File: src/sync_chan_map.svh
// Register bit positions, command codes and sizes for the sync channel.
// Assumes the includer uses these with the sync_chan_pkg types.
`ifndef SYNC_CHAN_MAP_SVH
`define SYNC_CHAN_MAP_SVH
`define CMD_FIELD_HI 7
`define CMD_FIELD_LO 6
`define CMD_RESET_RX_CRC 2'h1
`define CMD_RESET_TX_CRC 2'h2
`define CMD_RESET_EOM 2'h3
`define CMD_ERROR_RESET 3'h6
`define CMD_ERR_HI 5
`define CMD_ERR_LO 3
`define INT_PAR_SPECIAL 2
`define RXC_ENABLE 0
`define RXC_LOAD_INHIBIT 1
`define RXC_CRC_ENABLE 3
`define RXC_HUNT 4
`define RXC_AUTO_EN 5
`define RXC_LEN_HI 7
`define RXC_LEN_LO 6
`define MODE_PAR_EN 0
`define MODE_PAR_EVEN 1
`define MODE_SYNC_HI 5
`define MODE_SYNC_LO 4
`define TXC_CRC_EN 0
`define TXC_RTS 1
`define TXC_CRC16 2
`define TXC_ENABLE 3
`define TXC_LEN_HI 6
`define TXC_LEN_LO 5
`define XOPT_AUTO_EOM 1
`define MISC_SYNC6 0
`define MISC_PRESET 7
`define POLY_CRC16 16'h8005
`define POLY_CCITT 16'h1021
`define CRC_BITS 5'h10
`define EXT_SYNC_DELAY 2'h2
`endif

File: src/sync_chan_pkg.sv
// Types shared by the byte-synchronous channel.
// Assumes sync_chan_map.svh holds the numeric constants.
package sync_chan_pkg;
   typedef enum logic [1:0] {
      TX_IDLE = 2'b00,
      TX_DATA = 2'b01,
      TX_SYNC = 2'b10,
      TX_CRC = 2'b11
   } tx_state_t;
endpackage : sync_chan_pkg

File: src/byte_sync_tx_rx_framing.sv
// Byte-synchronous transmit/receive framing: sync, CRC, parity, modem lines.
// Assumes register writes arrive as one-cycle strobes with data, and that
// tx_bit_en / rx_bit_en are one-cycle bit-time enables on core_clk.
//
// Notes on behaviour
// - Underrun with latch clear sends CRC
// - Latch visible as status and event
// - Auto option clears latch on first byte
// - Disable mid character finishes character
// - Disable during CRC finishes sixteen bits
// - RTS pin is inverse of RTS bit
// - CTS reflected; auto-enables gates transmitter
// - Hunt only compares shift register with sync
// - Hunt on enable or hunt command
// - Hunt status with change event
// - Sync length from mode and misc bits
// - External sync: status follows sync pin
// - External sync low ends hunt
// - Sync pin pulses low on matches
// - Load inhibit strips sync characters
// - Receive length five to eight bits
// - Parity enable and sense, stored bit
// - Parity error latched until reset
// - CRC polynomial select bit
// - Preset value from misc bit
`timescale 1ns/1ps
`include "sync_chan_map.svh"
module byte_sync_tx_rx_framing (
   // Clock and reset
   input wire logic core_clk,
   input wire logic reset_n,
   // Register write strobes and data
   input wire logic [7:0] wr_data,
   input wire logic command_reg_wr,
   input wire logic interrupt_control_reg_wr,
   input wire logic receive_control_reg_wr,
   input wire logic channel_mode_reg_wr,
   input wire logic transmit_control_reg_wr,
   input wire logic sync_pattern_low_wr,
   input wire logic sync_pattern_high_wr,
   input wire logic extended_option_reg_wr,
   input wire logic misc_line_control_reg_wr,
   input wire logic tx_data_wr,
   // Bit clocks and serial line
   input wire logic tx_bit_en,
   input wire logic rx_bit_en,
   input wire logic rx_data,
   output logic tx_data,
   // Modem and sync pins
   input wire logic cts_n,
   output logic rts_n,
   input wire logic sync_n_in,
   output logic sync_n_out,
   output logic sync_n_oe,
   // Status
   output logic tx_buffer_empty,
   output logic eom_status,
   output logic cts_status,
   output logic hunt_status,
   output logic ext_status_event,
   output logic parity_error,
   output logic special_rx_event,
   output logic [7:0] rx_fifo_data,
   output logic rx_fifo_valid
);
   logic [7:0] int_q;
   logic [7:0] rxc_q;
   logic [7:0] mode_q;
   logic [7:0] txc_q;
   logic [7:0] syn_lo_q;
   logic [7:0] syn_hi_q;
   logic [7:0] xopt_q;
   logic [7:0] misc_q;
   logic [7:0] tbuf_q;
   logic tbuf_full_q;
   logic eom_q;
   logic first_q;
   // Nine bits so an 8-bit character keeps its parity bit
   logic [8:0] tsh_q;
   logic [4:0] tcnt_q;
   logic [15:0] tcrc_q;
   logic [15:0] rcrc_q;
   logic tcrc_on_q;
   sync_chan_pkg::tx_state_t tst_q;
   logic [15:0] rsh_q;
   logic hunt_q;
   logic rx_en_q;
   logic syn_pulse_q;
   logic [3:0] rcnt_q;
   logic ext_prev_q;
   logic hunt_prev_q;
   logic eom_prev_q;
   logic [7:0] rxo_q;
   logic rxv_q;
   logic perr_q;

   wire [1:0] cmd = wr_data[`CMD_FIELD_HI:`CMD_FIELD_LO];
   wire [2:0] cmd_err = wr_data[`CMD_ERR_HI:`CMD_ERR_LO];
   wire [1:0] sync_sel = mode_q[`MODE_SYNC_HI:`MODE_SYNC_LO];
   wire ext_sync = &sync_sel;
   wire sync6 = misc_q[`MISC_SYNC6];
   wire crc16 = txc_q[`TXC_CRC16];
   wire [15:0] poly = crc16 ? `POLY_CRC16 : `POLY_CCITT;
   wire [15:0] preset = {16{misc_q[`MISC_PRESET]}};
   wire auto_en = rxc_q[`RXC_AUTO_EN];
   wire tx_go = txc_q[`TXC_ENABLE] & ~(auto_en & cts_n);
   wire par_en = mode_q[`MODE_PAR_EN];
   wire par_even = mode_q[`MODE_PAR_EVEN];
   // Character length 5..8 from the two length fields
   wire [3:0] tx_len = 4'h5 + {2'h0, txc_q[`TXC_LEN_HI:`TXC_LEN_LO]};
   wire [3:0] rx_len = 4'h5 + {2'h0, rxc_q[`RXC_LEN_HI:`RXC_LEN_LO]};
   wire [3:0] rx_tot = rx_len + {3'h0, par_en};
   wire [3:0] tx_tot = tx_len + {3'h0, par_en};
   // Sync pattern compare, left-justified receive pattern
   wire [15:0] pat16 = {syn_hi_q, syn_lo_q};
   // Newest bit enters at the top; compare includes the bit arriving now
   wire [15:0] rsh_shift = {rx_data, rsh_q[15:1]};
   wire match6 = rsh_shift[15:10] == syn_lo_q[5:0];
   wire match8 = rsh_shift[15:8] == syn_lo_q;
   wire match12 = rsh_shift[15:4] == pat16[15:4];
   wire match16 = rsh_shift == pat16;
   wire pat_match = (sync_sel == 2'h0) ? (sync6 ? match6 : match8) :
                    (sync_sel == 2'h1) ? (sync6 ? match12 : match16) :
                    1'b0;
   wire [7:0] tx_idle_char = sync6 ? {2'h0, syn_lo_q[5:0]} : syn_lo_q;
   // Transmit character with parity placed just above the data bits
   wire [7:0] tx_mask = 8'hFF >> (4'h8 - tx_len);
   wire tx_par = ^(tbuf_q & tx_mask) ^ ~par_even;
   wire [8:0] tx_par_word = {8'h00, tx_par} << tx_len;
   wire [8:0] tx_load = par_en ? ({1'b0, tbuf_q & tx_mask} | tx_par_word) :
                        {1'b0, tbuf_q};
   wire tx_start = tcnt_q == 5'h00;
   wire tx_out_bit = tx_start ? tx_load[0] : tsh_q[0];
   wire tcrc_fb = tcrc_q[15] ^ tx_out_bit;
   wire [15:0] tcrc_next = {tcrc_q[14:0], 1'b0} ^ (tcrc_fb ? poly : 16'h0);
   wire rcrc_fb = rcrc_q[15] ^ rx_data;
   wire [15:0] rcrc_next = {rcrc_q[14:0], 1'b0} ^ (rcrc_fb ? poly : 16'h0);
   // Received character: snapshot of the last rx_tot bits, right-justified
   // An 8-bit character with parity is nine bits; the parity bit drops off
   wire [15:0] rx_win = rsh_shift >> (5'h10 - {1'b0, rx_tot});
   wire [7:0] rx_char = rx_win[7:0];
   wire [7:0] len_mask = 8'hFF >> (4'h8 - rx_len);
   wire rx_par_calc = ^(rx_char & len_mask) ^ ~par_even;
   wire rx_par_bit = rx_win[rx_len];
   wire rx_par_bad = par_en & (rx_par_calc != rx_par_bit);
   wire strip = rxc_q[`RXC_LOAD_INHIBIT] & (rx_char == syn_lo_q);
   wire char_done = rx_bit_en & ~hunt_q & (rcnt_q + 4'h1 == rx_tot);
   wire rx_on = rxc_q[`RXC_ENABLE] & ~(auto_en & 1'b0);
   wire hunt_cmd = receive_control_reg_wr & wr_data[`RXC_HUNT];
   wire rx_first_en = receive_control_reg_wr & wr_data[`RXC_ENABLE] &
                      ~rx_en_q;
   // External sync: pin high means still hunting, as the status bit reads
   wire hunt_view = ext_sync ? sync_n_in : hunt_q;
   wire ext_low = ext_sync & ~sync_n_in;

   // Register writes
   always_ff @(posedge core_clk or negedge reset_n) begin
      if (!reset_n) begin
         int_q <= 8'h00;
         rxc_q <= 8'h00;
         mode_q <= 8'h00;
         txc_q <= 8'h00;
         syn_lo_q <= 8'h00;
         syn_hi_q <= 8'h00;
         xopt_q <= 8'h00;
         misc_q <= 8'h00;
      end else begin
         if (interrupt_control_reg_wr) int_q <= wr_data;
         if (receive_control_reg_wr) rxc_q <= wr_data & ~(8'h01 << `RXC_HUNT);
         if (channel_mode_reg_wr) mode_q <= wr_data;
         if (transmit_control_reg_wr) txc_q <= wr_data;
         if (sync_pattern_low_wr) syn_lo_q <= wr_data;
         if (sync_pattern_high_wr) syn_hi_q <= wr_data;
         if (extended_option_reg_wr) xopt_q <= wr_data;
         if (misc_line_control_reg_wr) misc_q <= wr_data;
      end
   end

   // Transmit buffer and end-of-message latch
   always_ff @(posedge core_clk or negedge reset_n) begin
      if (!reset_n) begin
         tbuf_q <= 8'h00;
         tbuf_full_q <= 1'b0;
         eom_q <= 1'b1;
         first_q <= 1'b1;
      end else begin
         if (tx_data_wr) begin
            tbuf_q <= wr_data;
            tbuf_full_q <= 1'b1;
         end else if (tx_bit_en && tcnt_q == 5'h0 && tx_go && tbuf_full_q)
            tbuf_full_q <= 1'b0;
         if (tx_bit_en && tst_q == sync_chan_pkg::TX_CRC && tcnt_q == 5'h1)
            eom_q <= 1'b1;
         else if (command_reg_wr && cmd == `CMD_RESET_EOM)
            eom_q <= 1'b0;
         else if (tx_data_wr && first_q && xopt_q[`XOPT_AUTO_EOM])
            eom_q <= 1'b0;
         if (tx_data_wr) first_q <= 1'b0;
         else if (eom_q && tst_q != sync_chan_pkg::TX_DATA && !tbuf_full_q)
            first_q <= 1'b1;
      end
   end

   // Transmit shifter: one bit per bit time, and the next character's first
   // bit goes out at the very bit time after the last one, so no bit is
   // stretched. A character or the CRC runs to its end once started.
   always_ff @(posedge core_clk or negedge reset_n) begin
      if (!reset_n) begin
         tst_q <= sync_chan_pkg::TX_IDLE;
         tsh_q <= 9'h1FF;
         tcnt_q <= 5'h00;
         tcrc_q <= 16'h0000;
         tcrc_on_q <= 1'b0;
         tx_data <= 1'b1;
      end else begin
         if (command_reg_wr && cmd == `CMD_RESET_TX_CRC) tcrc_q <= preset;
         if (tx_bit_en) begin
            if (!tx_start) begin
               tcnt_q <= tcnt_q - 5'h01;
               if (tst_q == sync_chan_pkg::TX_CRC) begin
                  // Disabled mid CRC: the rest of the sixteen come from sync
                  tx_data <= tx_go ? tcrc_q[15] : tsh_q[0];
                  tsh_q <= {1'b0, tsh_q[0], tsh_q[7:1]};
                  tcrc_q <= {tcrc_q[14:0], 1'b0};
               end else begin
                  tx_data <= tsh_q[0];
                  tsh_q <= {1'b1, tsh_q[8:1]};
                  if (tst_q == sync_chan_pkg::TX_DATA && tcrc_on_q)
                     tcrc_q <= tcrc_next;
               end
            end else if (!tx_go) begin
               tst_q <= sync_chan_pkg::TX_IDLE;
               tx_data <= 1'b1;
            end else if (tbuf_full_q) begin
               tst_q <= sync_chan_pkg::TX_DATA;
               tx_data <= tx_load[0];
               tsh_q <= {1'b1, tx_load[8:1]};
               tcnt_q <= {1'b0, tx_tot - 4'h1};
               tcrc_on_q <= txc_q[`TXC_CRC_EN];
               if (txc_q[`TXC_CRC_EN]) tcrc_q <= tcrc_next;
            end else if (!eom_q) begin
               tst_q <= sync_chan_pkg::TX_CRC;
               tx_data <= tcrc_q[15];
               tsh_q <= {1'b0, tx_idle_char};
               tcrc_q <= {tcrc_q[14:0], 1'b0};
               tcnt_q <= `CRC_BITS - 5'h01;
            end else begin
               tst_q <= sync_chan_pkg::TX_SYNC;
               tx_data <= tx_idle_char[0];
               tsh_q <= {2'b11, tx_idle_char[7:1]};
               tcnt_q <= sync6 ? 5'h05 : 5'h07;
            end
         end
      end
   end

   // Receiver: hunt, assembly, strip, parity, CRC
   always_ff @(posedge core_clk or negedge reset_n) begin
      if (!reset_n) begin
         rsh_q <= 16'h0000;
         hunt_q <= 1'b1;
         rx_en_q <= 1'b0;
         syn_pulse_q <= 1'b0;
         rcnt_q <= 4'h0;
         ext_prev_q <= 1'b0;
         rxo_q <= 8'h00;
         rxv_q <= 1'b0;
         perr_q <= 1'b0;
         rcrc_q <= 16'h0000;
      end else begin
         rx_en_q <= rxc_q[`RXC_ENABLE];
         rxv_q <= 1'b0;
         syn_pulse_q <= 1'b0;
         ext_prev_q <= ext_low;
         if (rx_bit_en && rx_on) begin
            rsh_q <= rsh_shift;
            if (!ext_sync && pat_match) syn_pulse_q <= 1'b1;
         end
         if (hunt_cmd || rx_first_en) begin
            hunt_q <= 1'b1;
            rcnt_q <= 4'h0;
         end else if (hunt_q) begin
            rcrc_q <= preset;
            if (ext_sync) begin
               if (ext_low && !ext_prev_q) hunt_q <= 1'b0;
            end else if (rx_bit_en && rx_on && pat_match) begin
               hunt_q <= 1'b0;
               rcnt_q <= 4'h0;
            end
         end else if (rx_bit_en && rx_on) begin
            rcnt_q <= char_done ? 4'h0 : rcnt_q + 4'h1;
            if (rxc_q[`RXC_CRC_ENABLE]) rcrc_q <= rcrc_next;
            if (char_done && !strip) begin
               rxo_q <= rx_char;
               rxv_q <= 1'b1;
            end
            if (char_done && rx_par_bad) perr_q <= 1'b1;
         end
         if (command_reg_wr && cmd == `CMD_RESET_RX_CRC) rcrc_q <= preset;
         if (command_reg_wr && cmd_err == `CMD_ERROR_RESET &&
             !(char_done && rx_par_bad && !hunt_q))
            perr_q <= 1'b0;
      end
   end

   // Status outputs and change events
   always_ff @(posedge core_clk or negedge reset_n) begin
      if (!reset_n) begin
         rts_n <= 1'b1;
         sync_n_out <= 1'b1;
         sync_n_oe <= 1'b0;
         tx_buffer_empty <= 1'b1;
         eom_status <= 1'b1;
         cts_status <= 1'b0;
         hunt_status <= 1'b1;
         ext_status_event <= 1'b0;
         parity_error <= 1'b0;
         special_rx_event <= 1'b0;
         rx_fifo_data <= 8'h00;
         rx_fifo_valid <= 1'b0;
         // Match the reset levels so no false change event follows reset
         hunt_prev_q <= 1'b1;
         eom_prev_q <= 1'b1;
      end else begin
         rts_n <= ~txc_q[`TXC_RTS];
         sync_n_out <= ~syn_pulse_q;
         sync_n_oe <= ~ext_sync;
         tx_buffer_empty <= ~tbuf_full_q;
         eom_status <= eom_q;
         cts_status <= ~cts_n;
         hunt_status <= hunt_view;
         hunt_prev_q <= hunt_view;
         eom_prev_q <= eom_q;
         ext_status_event <= (hunt_view != hunt_prev_q) |
                             (eom_q & ~eom_prev_q);
         parity_error <= perr_q;
         special_rx_event <= char_done & rx_par_bad & ~hunt_q &
                             int_q[`INT_PAR_SPECIAL];
         rx_fifo_data <= rxo_q;
         rx_fifo_valid <= rxv_q;
      end
   end
endmodule : byte_sync_tx_rx_framing

File: config.mk
export PLATFORM = sky130hd
export DESIGN_NAME = byte_sync_tx_rx_framing
export DESIGN_NICKNAME = d
export VERILOG_FILES = /design/src/sync_chan_pkg.sv /design/src/byte_sync_tx_rx_framing.sv
export VERILOG_INCLUDE_DIRS = /design/src
export SDC_FILE = /design/constraint.sdc
export NUM_CORES = 1
export LEC_CHECK = 0
export BUFFER_PORTS_ARGS = -buffer_cell sky130_fd_sc_hd__buf_2
export CAP_MARGIN = 10
export CORE_AREA = 2 2 139 141
export CTS_BUF_LIST = sky130_fd_sc_hd__clkbuf_2 sky130_fd_sc_hd__clkbuf_4 sky130_fd_sc_hd__clkbuf_8
export DETAILED_ROUTE_END_ITERATION = 8
export DIE_AREA = 0 0 141 143
export PLACE_DENSITY = 0.61
export SLEW_MARGIN = 10
export SYNTH_ARGS = -nofsm -noshare
export SYNTH_HDL_FRONTEND = slang
export SYNTH_SLANG_ARGS = --single-unit
File: constraint.sdc
create_clock -name core_clk -period 3.8 [get_ports core_clk]
set_input_delay 0.38 -clock core_clk [delete_from_list [all_inputs] [get_ports core_clk]]
set_output_delay 0.38 -clock core_clk [all_outputs]
set_load 0.05 [all_outputs]
After elaboration in Yosys (flattened, before gate mapping):

Index checks and enable logic that the tools add are counted.

* add/subtract/negate cells: 10
* magnitude comparators: 1
* equal/unequal tests: 21
* shifts and indexed selects: 4
* mux-type cells: 69
* bitwise gates (word level): 34
* reduce and logical (&&, ||, !) cells: 45

Operator list (number)
* two-way mux 16 bit: 11
* two-way mux 9 bit: 6
* two-way mux 1 bit: 37
* two-way mux 4 bit: 8
* logical AND 1 bit: 21
* AND 8 bit: 2
* equality test 16 bit: 1
* equality test 8 bit: 2
* parity 8 bit: 2
* right shift 16 x 5 -> 16 bit: 1
* right shift 8 x 4 -> 8 bit (first input constant): 2
* XOR 16 bit: 1
* AND 1 bit: 14
* equality test 12 bit: 1
* inverter 1 bit: 12
* AND reduction 4 bit: 3
* two-way mux 5 bit: 2
* OR 8 x 9 -> 9 bit: 1
* << shifter 1 x 4 -> 9 bit: 1
* adder 3 x 2 -> 4 bit (first input constant): 2
* adder 4 x 1 -> 4 bit: 2
* two-way mux 8 bit: 1
* nonzero test 2 bit: 4
* subtractor 4 bit (first input constant): 2
* 27 further kinds: 45

* bits in registers: 147
* bits of input ports: 25
* output and inout port bits: 20
* word-level logic and storage cells: 223

Logic depth before layout (Yosys ltp):

Gate-level depths: netlist of run 1.

* depth after elaboration: 18
* depth in mapped cells: 14
* depth with buffers taken out: 11

Worst setup path after synthesis of run 1:

OpenSTA, ideal clock, no wires.

* kind: register to register
* start: register rxc_q[6]
* end: register rxo_q[0]
* library setup time: 0.125 ns
* arrival time: 3.464 ns
* required time: 3.675 ns
* setup slack: 0.211 ns
* stages on the path, launching flop included: 13
* path buffers: 2
* period minus slack after synthesis: 3.589 ns
* cells stage by stage: dfrtp_1 inv_1 ha_1 inv_1 fa_1 buf_2 buf_2 o22ai_1 a31oi_1 xor2_1 or4_4 o211ai_4 mux2_2

* cells in the longest elaborated chain, start to end: 9
* elaborated cells between the ends (all ways): 11
* classes of those cells: add/sub: 3; eq/ne: 2; shift: 1; bitwise: 2; reduce/logical: 3

Ends and longest elaborated chain
* from (decl): RTL line byte_sync_tx_rx_framing.sv:67 `logic [7:0] rxc_q;`
* from (signal assigned): RTL line byte_sync_tx_rx_framing.sv:169 `` if (receive_control_reg_wr) rxc_q <= wr_data & ~(8'h01 << `RXC_HUNT); ``
* adder 3 x 2 -> 4 bit *: RTL line byte_sync_tx_rx_framing.sv:111 `` wire [3:0] rx_len = 4'h5 + {2'h0, rxc_q[`RXC_LEN_HI:`RXC_LEN_LO]}; ``
* adder 4 x 1 -> 4 bit *: RTL line byte_sync_tx_rx_framing.sv:112 `wire [3:0] rx_tot = rx_len + {3'h0, par_en};`
* subtractor 5 x 4 -> 5 bit: RTL line byte_sync_tx_rx_framing.sv:140 `wire [15:0] rx_win = rsh_shift >> (5'h10 - {1'b0, rx_tot});`
* right shift 16 x 5 -> 16 bit: RTL line byte_sync_tx_rx_framing.sv:140
* equality test 8 bit: RTL line byte_sync_tx_rx_framing.sv:146 `` wire strip = rxc_q[`RXC_LOAD_INHIBIT] & (rx_char == syn_lo_q); ``
* AND 1 bit: RTL line byte_sync_tx_rx_framing.sv:146
* logical NOT 1 bit: RTL line byte_sync_tx_rx_framing.sv:293 `if (char_done && !strip) begin`
* logical AND 1 bit: RTL line byte_sync_tx_rx_framing.sv:293
* AND reduction 4 bit (no line)
* to (signal assigned): RTL line byte_sync_tx_rx_framing.sv:294 `rxo_q <= rx_char;`
* to (decl): RTL line byte_sync_tx_rx_framing.sv:93 `logic [7:0] rxo_q;`

Every way passes the cells marked *; elsewhere a longest branch is shown, timed or not.
A chain may end at the register's enable or synchronous reset.

Worst setup path in the final report of run 1:

* start: register rxc_q[6]
* end: register rxo_q[6]

Same word-level chain as after synthesis.

==> results of run 1 <==
## sequential cells by signal, indices dropped and copies added (netlist names), 5 cells and up
register / count
syn_hi_q: 8
txc_q: 6
tsh_q: 9
syn_lo_q: 8
rxo_q: 8
tbuf_q: 8
tcrc_q: 16
rsh_q: 15
rxc_q: 5
rx_fifo_data: 8
tcnt_q: 5
## synth_stat cells (all sizes together), types with 3 or more instances
cell	n
nand4	5
a22oi	3
ha	12
a21oi	56
and3b	3
xnor3	3
a211oi	6
dfrtp	114
nand3	15
o211ai	7
nor3	5
o21ai	33
mux2	63
o22a	3
buf	14
xnor2	31
mux4	8
nor4	5
a31oi	4
o311ai	3
nand3b	6
nor2	45
mux2i	22
inv	25
nand2	50
or2	3
o22ai	8
or3b	3
nand2b	9
xor2	17
or3	4
a21o	10
clkbuf	30
and2	4
nor2b	12
o31ai	5
dfstp	18
## report_power, final
part | internal, mW | switching, mW | total [mW]
Sequential | 1.74 | 0.374 | 2.11
Combinational | 0.839 | 0.906 | 1.75
Clock | 0.687 | 0.616 | 1.30
## cell families (layout without fill, tap and decap cells)
| family | after synthesis | in the layout | synth area share [%] |
|---|---|---|---|
| AO/OA/AOI/OAI | 161 | 161 | 14.07 |
| XOR/XNOR | 51 | 51 | 6.642 |
| flip-flops | 132 | 132 | 45.27 |
| buffers and inverters | 69 | 120 | 3.917 |
| adder cells (fa/ha/maj) | 13 | 13 | 2.316 |
| AND/OR/NAND/NOR | 180 | 180 | 12.36 |
| multiplexers | 93 | 93 | 15.43 |
## timing repair
| action | in CTS | in global routing |
|---|---|---|
| gates resized for setup | 0 | 1 |
| endpoints found under the setup margin | 0 | 7 |
| setup buffers | 0 | 1 |
## cell usage in the layout (no fill, tap or decap), types with 6 or more instances in the layout
master	Yosys	routed
nand3b_1	6	6
o211ai_1	6	6
buf_4	2	19
ha_1	12	12
o21ai_0	33	33
a21oi_1	56	56
dfrtp_1	114	114
nand2_1	50	50
o22ai_1	8	8
xor2_1	17	17
mux2i_1	21	21
a211oi_1	6	6
nand2b_1	9	9
clkbuf_8	0	18
xnor2_1	31	31
nor2b_1	12	12
nand3_1	15	15
a21o_1	10	10
dfstp_2	18	18
nor2_1	45	45
mux2_2	63	63
buf_2	10	43
inv_1	25	25
## per-layer routing
layer	routed length, um	GRT usage (%)
met1	8699	26.74
met2	8086	27.86
met3	1069	3.957
met4	327	6.737
met5	10	0
## final cells by class
class	count	area share [%]
clock buffers	18	3.000
clock inverters	14	2.272
inverters	25	1.136
multi-input cells	498	45.31
flip-flops and latches	132	40.27
well taps	234	3.545
repair buffers	63	4.469
## worst paths after layout
path / start / end / slack (ns) / cells past startpoint
max in group asynchronous: reset_n / tsh_q[1]$_DFFE_PN1P_ / 2.92 / 2
max reg2reg: rxc_q[6]$_DFFE_PN0P_ / rxo_q[6]$_DFFE_PN0P_ / 0.25 / 12
max: rxc_q[6]$_DFFE_PN0P_ / rxo_q[6]$_DFFE_PN0P_ / 0.25 / 12
min: reset_n / rsh_q[11]$_DFFE_PN0P_ / -0.007 / 1
min reg2reg: rxv_q$_DFF_PN0_ / rx_fifo_valid$_DFF_PN0_ / 0.36 / 0
min in group core_clk: cts_n / cts_status$_DFF_PN0_ / 0.07 / 2
==> reports/results.txt, run 1 <==
outcome -> finished with violations
violated checks -> hold timing
vias in the first global route -> 5346
area of the multi-input gates -> 3742 um2
largest area contributor in the netlist -> dfrtp_1
1st-iter DRT viols -> 364
global-route wire length before repair -> 29.01 mm
Syn Inst Count -> 699
via count -> 5515
clk slew on worst S/H paths -> 0.08 ns
cell family with most CP delay -> compound AO/OA/AOI/OAI gates
I/O pin count -> 45
Finished Cell Area -> 8259 um2
Post-DP Area -> 7814 um2
slowest CP cell -> fa_2
static leakage -> 3.583 nW
CP bufs+invs -> 3
Non-Filler Instances -> 984
Hold WS -> -0.006860 ns
CP Capture Type -> flop
Req. time, crit path -> 4.13 ns
DP HPWL -> 12.92 mm
Final Setup Violations -> 0
Max Slew Vio Count -> 0
all-layer global routing usage -> 18.62%
global route total overflow -> 0
core area -> 18580 um2
Post-synth EDFFs -> 0
total power -> 5.161 mW
final wirelength -> 18.19 mm
arrival time worst endpoint -> 3.88 ns
skew final -> 0.01122 ns
hold crit path type -> input pin to asynchronous set/reset pin
Row Count -> 50
CTS tree -> done
max cap viols -> 0
CTS Root Buffer Type -> clkbuf_8
Synth Cell Area -> 7347 um2
Post-route DRC -> 0
initial antenna violation count -> 1
Die Wd -> 141 um
Die Y -> 143 um
number of synthesized register bits -> 132
Post-Place Worst Slack -> 0.1543 ns
area of the die -> 20160 um2
syn_nets -> 737
routed wire length per instance -> 18.49 um
period utilization -> 93.44%
share of cells above drive strength 1 -> 25.60%
Total Nets Final -> 775
Cell variety after synth -> 71
# fillers -> 1733
setup ws final -> 0.2493 ns
setup TNS -> 0 ns
Starting Density -> 39.54%
relative slew slack -> 43.14%
Area growth, synth to finish -> 12.41%
CTS buffer count -> 17
fin crit period -> 3.551 ns
Largest stage delay, worst path -> 0.51 ns
largest buffer count on any clock path -> 2
Final GP Congestion -> 0.8438
CP max FO -> 10
final hold vios -> 8
sequential fraction of the synthesis area -> 45.27%
largest net degree at the start of global routing -> 88
htree depth -> 4
Worst setup SP type -> flop
diode count -> 0
ys flop type -> dfrtp_1
vias per inst -> 5.605
largest cells by area after synthesis -> dfrtp_1 (39%), mux2_2 (9.7%), dfstp_2 (6.4%), a21oi_1 (3.8%), xnor2_1 (3.7%)
placed instance count -> 951
unrepaired setup endpoints after global routing -> no
PD cells -> 624.8 nW/um2
Max Clk Rate -> 0.2816 GHz
Layout Utilization -> 44.45%
synth warn -> 0
port bufs -> 44
router iterations before antenna repair -> 5
sequential cell area -> 3326 um2
worst path cell trace -> inv_1 -> ha_1 -> inv_1 -> fa_2 -> buf_4 -> or2_2 -> o22a_1 -> a21boi_0 -> o211ai_1 -> or4_4 -> o211ai_4 -> mux2_2
Post-Syn Area per Cell -> 10.51 um2
post-synthesis async set-or-reset flop share -> 100.0%
hold_buf cts -> 0
Final ANT Viol Nets -> 0
Worst-Margin Slew -> 0.8529 ns
Clock Latency Late Sink -> 0.46 ns
Synth top area share -> 38.83%
most frequent cell on the critical path -> inv_1
maximum VDD drop -> 0.0002691 V
Num Clock Sinks -> 132
Crit Path Class -> flop to flop
No activity file was read; power rests on OpenSTA's default activity.
==> inputs of run 2 (changes only) <==
ABC_AREA = 1   (was default)
CORE_AREA = 2 2 140 142   (was 2 2 139 141)
DIE_AREA = 0 0 142 144   (was 0 0 141 143)
SETUP_SLACK_MARGIN = 0.02   (was default)
==> run 2 against run 1 <==
The flow still finishes with violations (hold timing). Clock skew increased by 0.0074 ns. Worst hold slack got worse by 0.035 ns. Maximum frequency rose by 5.7%. Highest routed layer is now met4. Critical path depth increased by 6. Non-clock buffer count down 9. Global-route usage increased by 2.0 points. Combinational power shrank 3%. Synthesized cell count up 39%. Critical path type unchanged. Register-to-register slack better by 0.19 ns. Worst setup slack improved by 0.19 ns.
==> reports/results.txt, run 2 <==
outcome -> finished with violations
violated checks -> hold timing
CTS buffer count -> 17 (unchanged)
router iterations before antenna repair -> 5 (unchanged)
vias in the first global route -> 6122 (+15%)
static leakage -> 4.145 nW (+16%)
number of synthesized register bits -> 132 (unchanged)
Hold WS -> -0.04225 ns (-0.03539 ns)
all-layer global routing usage -> 20.63% (+2.0 points)
core area -> 19080 um2 (+2.7%)
I/O pin count -> 45 (unchanged)
fin crit period -> 3.358 ns (-0.1928 ns)
Final Setup Violations -> 0 (unchanged)
CP Capture Type -> flop
compound-cell area share of the yosys netlist -> 14.04% (-0.022 points)
PD cells -> 586.1 nW/um2 (-6.2%)
Die Wd -> 142 um (+0.71%)
count leader, synth -> nand2_1
top flop regs -> tcrc_q x16, rsh_q x15, tsh_q x9
Max Clk Rate -> 0.2978 GHz (+5.7%)
post-synthesis async set-or-reset flop share -> 100.0% (unchanged)
initial antenna violation count -> 0 (-1)
Syn Inst Count -> 974 (+39%)
maximum VDD drop -> 0.0002382 V (-11%)
Post-DP Area -> 7924 um2 (+1.4%)
top cells by count, synth -> nand2_1 (284), dfrtp_1 (114), o21ai_0 (110), inv_1 (109), nand3_1 (66)
final hold vios -> 12 (+4)
Starting Density -> 39.22% (-0.32 points)
Total Nets Final -> 1052 (+36%)
final wirelength -> 19.98 mm (+9.8%)
CTS Root Buffer Type -> clkbuf_8
Req. time, crit path -> 4.18 ns (+0.05 ns)
CP max FO -> 12 (+2)
area of the die -> 20450 um2 (+1.4%)
via count -> 6597 (+20%)
Largest Register -> tcrc_q
hold_buf cts -> 0 (unchanged)
Row Count -> 51 (+2.0%)
largest cells by area after synthesis -> dfrtp_1 (38%), nand2_1 (14%), o21ai_0 (7.4%), dfstp_2 (6.3%), inv_1 (5.5%)
largest net degree at the start of global routing -> 96 (+9.1%)
Num Clock Sinks -> 132 (unchanged)
combinational family with the most area after synthesis -> simple AND/OR/NAND/NOR gates
Worst-Margin Slew -> 0.9745 ns (+0.1215 ns)
post-synthesis mux area share -> 1.204% (-14 points)
most common cell after layout, fill and taps aside -> nand2_1
Post-route DRC -> 0 (unchanged)
routed wire length per instance -> 15.80 um (-15%)
hold crit path type -> input pin to asynchronous set/reset pin
Final GP Congestion -> 0.8890 (+5.4%)
Non-Filler Instances -> 1265 (+29%)
largest area contributor in the netlist -> dfrtp_1
period utilization -> 88.37% (-5.1 points)
arrival time worst endpoint -> 3.74 ns (-0.14 ns)
htree depth -> 4 (unchanged)
1st-iter DRT viols -> 490 (+35%)
Crit Path Class -> flop to flop
CTS tree -> done
Finished Cell Area -> 8359 um2 (+1.2%)
skew final -> 0.01862 ns (+0.007403 ns)
Die Y -> 144 um (+0.70%)
ys flop type -> dfrtp_1
setup ws final -> 0.4421 ns (+0.1928 ns)
unrepaired setup endpoints after global routing -> no
global route total overflow -> 0 (unchanged)
post-synthesis xor/xnor area fraction -> 3.511% (-3.1 points)
max reg flops -> 16 (unchanged)
Max Slew Vio Count -> 0 (unchanged)
Post-synth EDFFs -> 0 (unchanged)
diode count -> 0 (unchanged)
global-route wire length before repair -> 32.70 mm (+13%)
synth warn -> 0 (unchanged)
syn_nets -> 1012 (+37%)
DP HPWL -> 14.36 mm (+11%)
sequential fraction of the synthesis area -> 44.44% (-0.82 points)
most frequent cells in the layout -> nand2_1 (284), dfrtp_1 (114), o21ai_0 (110)
Synth top area share -> 38.12% (-0.71 points)
port bufs -> 44 (unchanged)
max cap viols -> 0 (unchanged)
area share of fa/ha/maj cells after synthesis -> 2.274% (-0.042 points)
simple-gate portion of the synthesized area -> 26.58% (+14 points)
largest buffer count on any clock path -> 2 (unchanged)
Final ANT Viol Nets -> 0 (unchanged)
Synth Cell Area -> 7483 um2 (+1.9%)
clk slew on worst S/H paths -> 0.08 ns (about the same)
Worst setup SP type -> flop
setup TNS -> 0 ns (unchanged)
Clock Latency Late Sink -> 0.46 ns (about the same)
Post-Syn Area per Cell -> 7.683 um2 (-27%)
Area growth, synth to finish -> 11.70%
Cell variety after synth -> 50 (-30%)
placed instance count -> 1233 (+30%)
Post-Place Worst Slack -> 0.3561 ns (+0.2018 ns)
share of cells above drive strength 1 -> 14.22% (-11 points)
relative slew slack -> 34.88% (-8.3 points)
Layout Utilization -> 43.81% (-0.64 points)
vias per inst -> 5.215 (-7.0%)
total power -> 4.899 mW (-5.1%)
## run 2: power by group
group | internal (mW) | total, mW | switching [mW]
Clock | 0.695 | 1.29 | 0.598
Combinational | 0.568 | 1.70 | 1.14
Sequential | 1.69 | 1.90 | 0.209
Total | 2.96 | 4.90 | 1.94
## run 2: repair_timing
item	in CTS	in global routing
endpoints found under the setup margin	0	1
resized for setup	0	1
setup buffers	0	0
## run 2: metal layers
metal	vias to the layer above	part of all wire, %	track usage (%)
li1	3265	-	-
met3	34	4.4	3.444
met2	164	45	31.60
met4	0	1.7	6.421
met5	-	0	0
met1	3134	49	29.92
## run 2: cell families (layout without fill, tap and decap cells)
| family | Yosys count | in the layout |
|---|---|---|
| XOR/XNOR | 30 | 30 |
| multiplexers | 8 | 8 |
| buffers and inverters | 148 | 201 |
| AND/OR/NAND/NOR | 459 | 459 |
| AO/OA/AOI/OAI | 184 | 184 |
| adder cells (fa/ha/maj) | 13 | 13 |
| flip-flops | 132 | 132 |
## run 2: critical path, stage by stage, from the launching register on
cell	delay (ns)
dfrtp_1	0.43
inv_1	0.23
ha_1	0.19
inv_1	0.05
fa_2	0.65
inv_2	0.07
nand2_1	0.13
nand2_2	0.20
nand2_1	0.11
nand2_1	0.10
nand2_1	0.11
nand2_2	0.11
nand2_1	0.07
o211ai_1	0.12
nor4_4	0.28
nand3_4	0.17
nand2_4	0.14
nand2_1	0.06
nand2_1	0.06
## run 2: final timing paths
check                      cells past startpoint                         to             startpoint  slack (ns)
max                                           18       rxo_q[6]$_DFFE_PN0P_   rxc_q[6]$_DFFE_PN0P_        0.44
min                                            1  rx_fifo_data[2]$_DFF_PN0_                reset_n       -0.04
max reg2reg                                   18       rxo_q[6]$_DFFE_PN0P_   rxc_q[6]$_DFFE_PN0P_        0.44
min reg2reg                                    1       sync_n_out$_DFF_PN1_  syn_pulse_q$_DFF_PN0_        0.36
max in group asynchronous                      2          eom_q$_DFFE_PN1P_                reset_n        2.89
min in group core_clk                          2       cts_status$_DFF_PN0_                  cts_n        0.08
## run 2: final cells by class
| class | instances | area (um2) |
|---|---|---|
| Clock buffer | 19 | 261.5 |
| Multi-Input combinational cell | 694 | 3570 |
| Inverter | 115 | 431.7 |
| Sequential cell | 132 | 3326 |
| Tap cell | 238 | 297.8 |
| Clock inverter | 13 | 171.4 |
| Fill cell | 1872 | 10720 |
| Timing Repair Buffer | 54 | 301.5 |
==> inputs of run 3 (changes only) <==
CELL_PAD_IN_SITES_DETAIL_PLACEMENT = 1   (was default)
CELL_PAD_IN_SITES_GLOBAL_PLACEMENT = 1   (was default)
PLACE_DENSITY = 0.77   (was 0.61)
==> run 3 against run 2 <==
The run now ends clean. Power up 0.84%. Sequential share of layout area up 0.078 points. Clock skew about the same. Global-route usage up 2.5 points. Largest power group unchanged. Highest routed layer unchanged.
==> reports/results.txt, run 3 (synthesis gave the netlist of run 2 again) <==
Total Nets Final -> 1053 (+0.095%)
Die Y -> 144 um (unchanged)
router iterations before antenna repair -> 5 (unchanged)
diode count -> 0 (unchanged)
all-layer global routing usage -> 23.09% (+2.5 points)
final hold vios -> 0 (-12)
CTS Root Buffer Type -> clkbuf_8
Clock Latency Late Sink -> 0.46 ns (about the same)
Area growth, synth to finish -> 11.49%
CTS buffer count -> 17 (unchanged)
fin crit period -> 3.440 ns (+0.08176 ns)
Worst-Margin Slew -> 1.021 ns (+0.04667 ns)
Req. time, crit path -> 4.18 ns (about the same)
max cap viols -> 0 (unchanged)
sequential share of power -> 38.7% (about the same)
Final GP Congestion -> 0.8893 (about the same)
most frequent cell on the critical path -> nand2_1
setup TNS -> 0 ns (unchanged)
slowest CP cell -> fa_2
CP Capture Type -> flop
arrival time worst endpoint -> 3.82 ns (+0.08 ns)
Worst setup SP type -> flop
port bufs -> 44 (unchanged)
Crit Path Class -> flop to flop
Finished Cell Area -> 8343 um2 (-0.19%)
hold crit path type -> input pin to asynchronous set/reset pin
most common cell after layout, fill and taps aside -> nand2_1
largest net degree at the start of global routing -> 107 (+11%)
initial antenna violation count -> 0 (unchanged)
Non-Filler Instances -> 1266 (+0.079%)
Die Wd -> 142 um (unchanged)
global-route wire length before repair -> 36.82 mm (+13%)
logic gate share of total power -> 35.7% (+0.9 points)
share of cells above drive strength 1 -> 14.20% (about the same)
Max Slew Vio Count -> 0 (unchanged)
hold_buf cts -> 0 (unchanged)
CP bufs+invs -> 3 (unchanged)
final wirelength -> 22.78 mm (+14%)
clk slew on worst S/H paths -> 0.08 ns (about the same)
most frequent cells in the layout -> nand2_1 (284), dfrtp_1 (114), o21ai_0 (110)
Num Clock Sinks -> 132 (unchanged)
DP HPWL -> 16.37 mm (+14%)
area of the die -> 20450 um2 (unchanged)
I/O pin count -> 45 (unchanged)
Starting Density -> 39.22% (unchanged)
R2R Setup Slk -> 0.36 ns (-0.08 ns)
maximum VDD drop -> 0.0002658 V (+12%)
unrepaired setup endpoints after global routing -> no
largest buffer count on any clock path -> 2 (unchanged)
Final ANT Viol Nets -> 0 (unchanged)
Final Setup Violations -> 0 (unchanged)
placed instance count -> 1234 (+0.081%)
core area -> 19080 um2 (unchanged)
NetSw -> 2.036 mW (+4.8%)
relative slew slack -> 31.92% (-3.0 points)
top flop regs -> tcrc_q x16, rsh_q x15, tsh_q x9
CTS resizes -> 0 (unchanged)
via count -> 6803 (+3.1%)
1st-iter DRT viols -> 381 (-22%)
static leakage -> 4.137 nW (-0.21%)
Post-route DRC -> 0 (unchanged)
skew final -> 0.01828 ns (-0.0003355 ns)
Row Count -> 51 (unchanged)
P_int -> 2.904 mW (-1.7%)
global route total overflow -> 0 (unchanged)
routed wire length per instance -> 17.99 um (+14%)
worst path cell trace -> inv_1 -> ha_1 -> inv_1 -> fa_2 -> inv_2 -> nand2_1 -> nand2_2 -> nand2_1 -> nand2_1 -> nand2_1 -> nand2_2 -> nand2_1 -> o211ai_1 -> nor4_4 -> nand3_4 -> nand2_4 -> nand2_1 -> nand2_1
CTS tree -> done
Levels on crit path -> 18 (unchanged)
Switching Fraction -> 41.21% (+1.5 points)
Largest Register -> tcrc_q
Post-DP Area -> 7928 um2 (about the same)
cell family with most CP delay -> simple AND/OR/NAND/NOR gates
max reg flops -> 16 (unchanged)
htree depth -> 4 (unchanged)
period utilization -> 90.52% (+2.2 points)
worst-case reg-to-reg path depth -> 18 (unchanged)
PD cells -> 592.1 nW/um2 (+1.0%)
outcome -> finished clean
vias per inst -> 5.374 (+3.0%)
clock share of power -> 25.6% (-0.8 points)
Largest stage delay, worst path -> 0.65 ns (about the same)
# Post-CTS Setup Buffers -> 0 (unchanged)
vias in the first global route -> 6865 (+12%)
Max Clk Rate -> 0.2907 GHz (-2.4%)
CP max FO -> 12 (unchanged)
[run 3: cell count changes in the layout (fill, tap and decap cells not counted)]
cell	change
a21oi_2	-1
clkinv_2	-1
buf_4	+1
clkinvlp_4	+1
a21oi_1	+1
clkinv_4	-1
inv_6	+1
clkbuf_4	+1
bufinv_16	-1
[run 3: layer usage]
layer | up-vias | global-route usage (%) | routed length [um]
met4 | 0 | 6.947 | 385
met2 | 119 | 37.35 | 10620
met3 | 25 | 3.013 | 677
met5 | - | 0 | 0
li1 | 3252 | - | -
met1 | 3407 | 32.48 | 11100
[run 3: layout make-up]
cell class | count | area [um2]
multi-input cells | 694 | 3566
clock inverters | 12 | 143.9
inverters | 115 | 431.7
repair buffers | 55 | 309.0
clock buffers | 20 | 269.0
flip-flops and latches | 132 | 3326
fillers | 2374 | 10740
well taps | 238 | 297.8
[run 3: worst paths after layout]
check / from / to
setup / recovery: rxc_q[6]$_DFFE_PN0P_ / rxo_q[3]$_DFFE_PN0P_
hold / removal: reset_n / rx_fifo_data[5]$_DFF_PN0_
setup reg to reg: rxc_q[6]$_DFFE_PN0P_ / rxo_q[3]$_DFFE_PN0P_
hold reg to reg: rxv_q$_DFF_PN0_ / rx_fifo_valid$_DFF_PN0_
max in group asynchronous: reset_n / tsh_q[4]$_DFFE_PN1P_
min in group core_clk: cts_n / cts_status$_DFF_PN0_
[run 3: power groups by stage]
stage	logic, mW	registers (mW)	clock network [mW]
floorplan	1.29	1.89	0
global placement	1.68	1.92	0
detailed placement	1.75	1.93	0
CTS	1.76	1.91	1.29
global route	2.01	1.94	1.34
finish	1.76	1.91	1.27
[run 3: per-stage QoR]
| stage | utilization, % | hold slack, ns | worst slack [ns] | power, mW |
|---|---|---|---|---|
| 4_1_cts | 43.71 | 0.06862 | 0.2890 | 4.963 |
| 6_report | 43.73 | 0.02880 | 0.3603 | 4.940 |
| 2_1_floorplan | - | 0.08441 | 0.9292 | 3.177 |
| 5_1_grt | 43.73 | 0.07595 | 0.06232 | 5.294 |
| 3_5_place_dp | 41.55 | 0.3509 | 0.3259 | 3.678 |
| 3_3_place_gp | 41.55 | 0.3390 | 0.4914 | 3.603 |
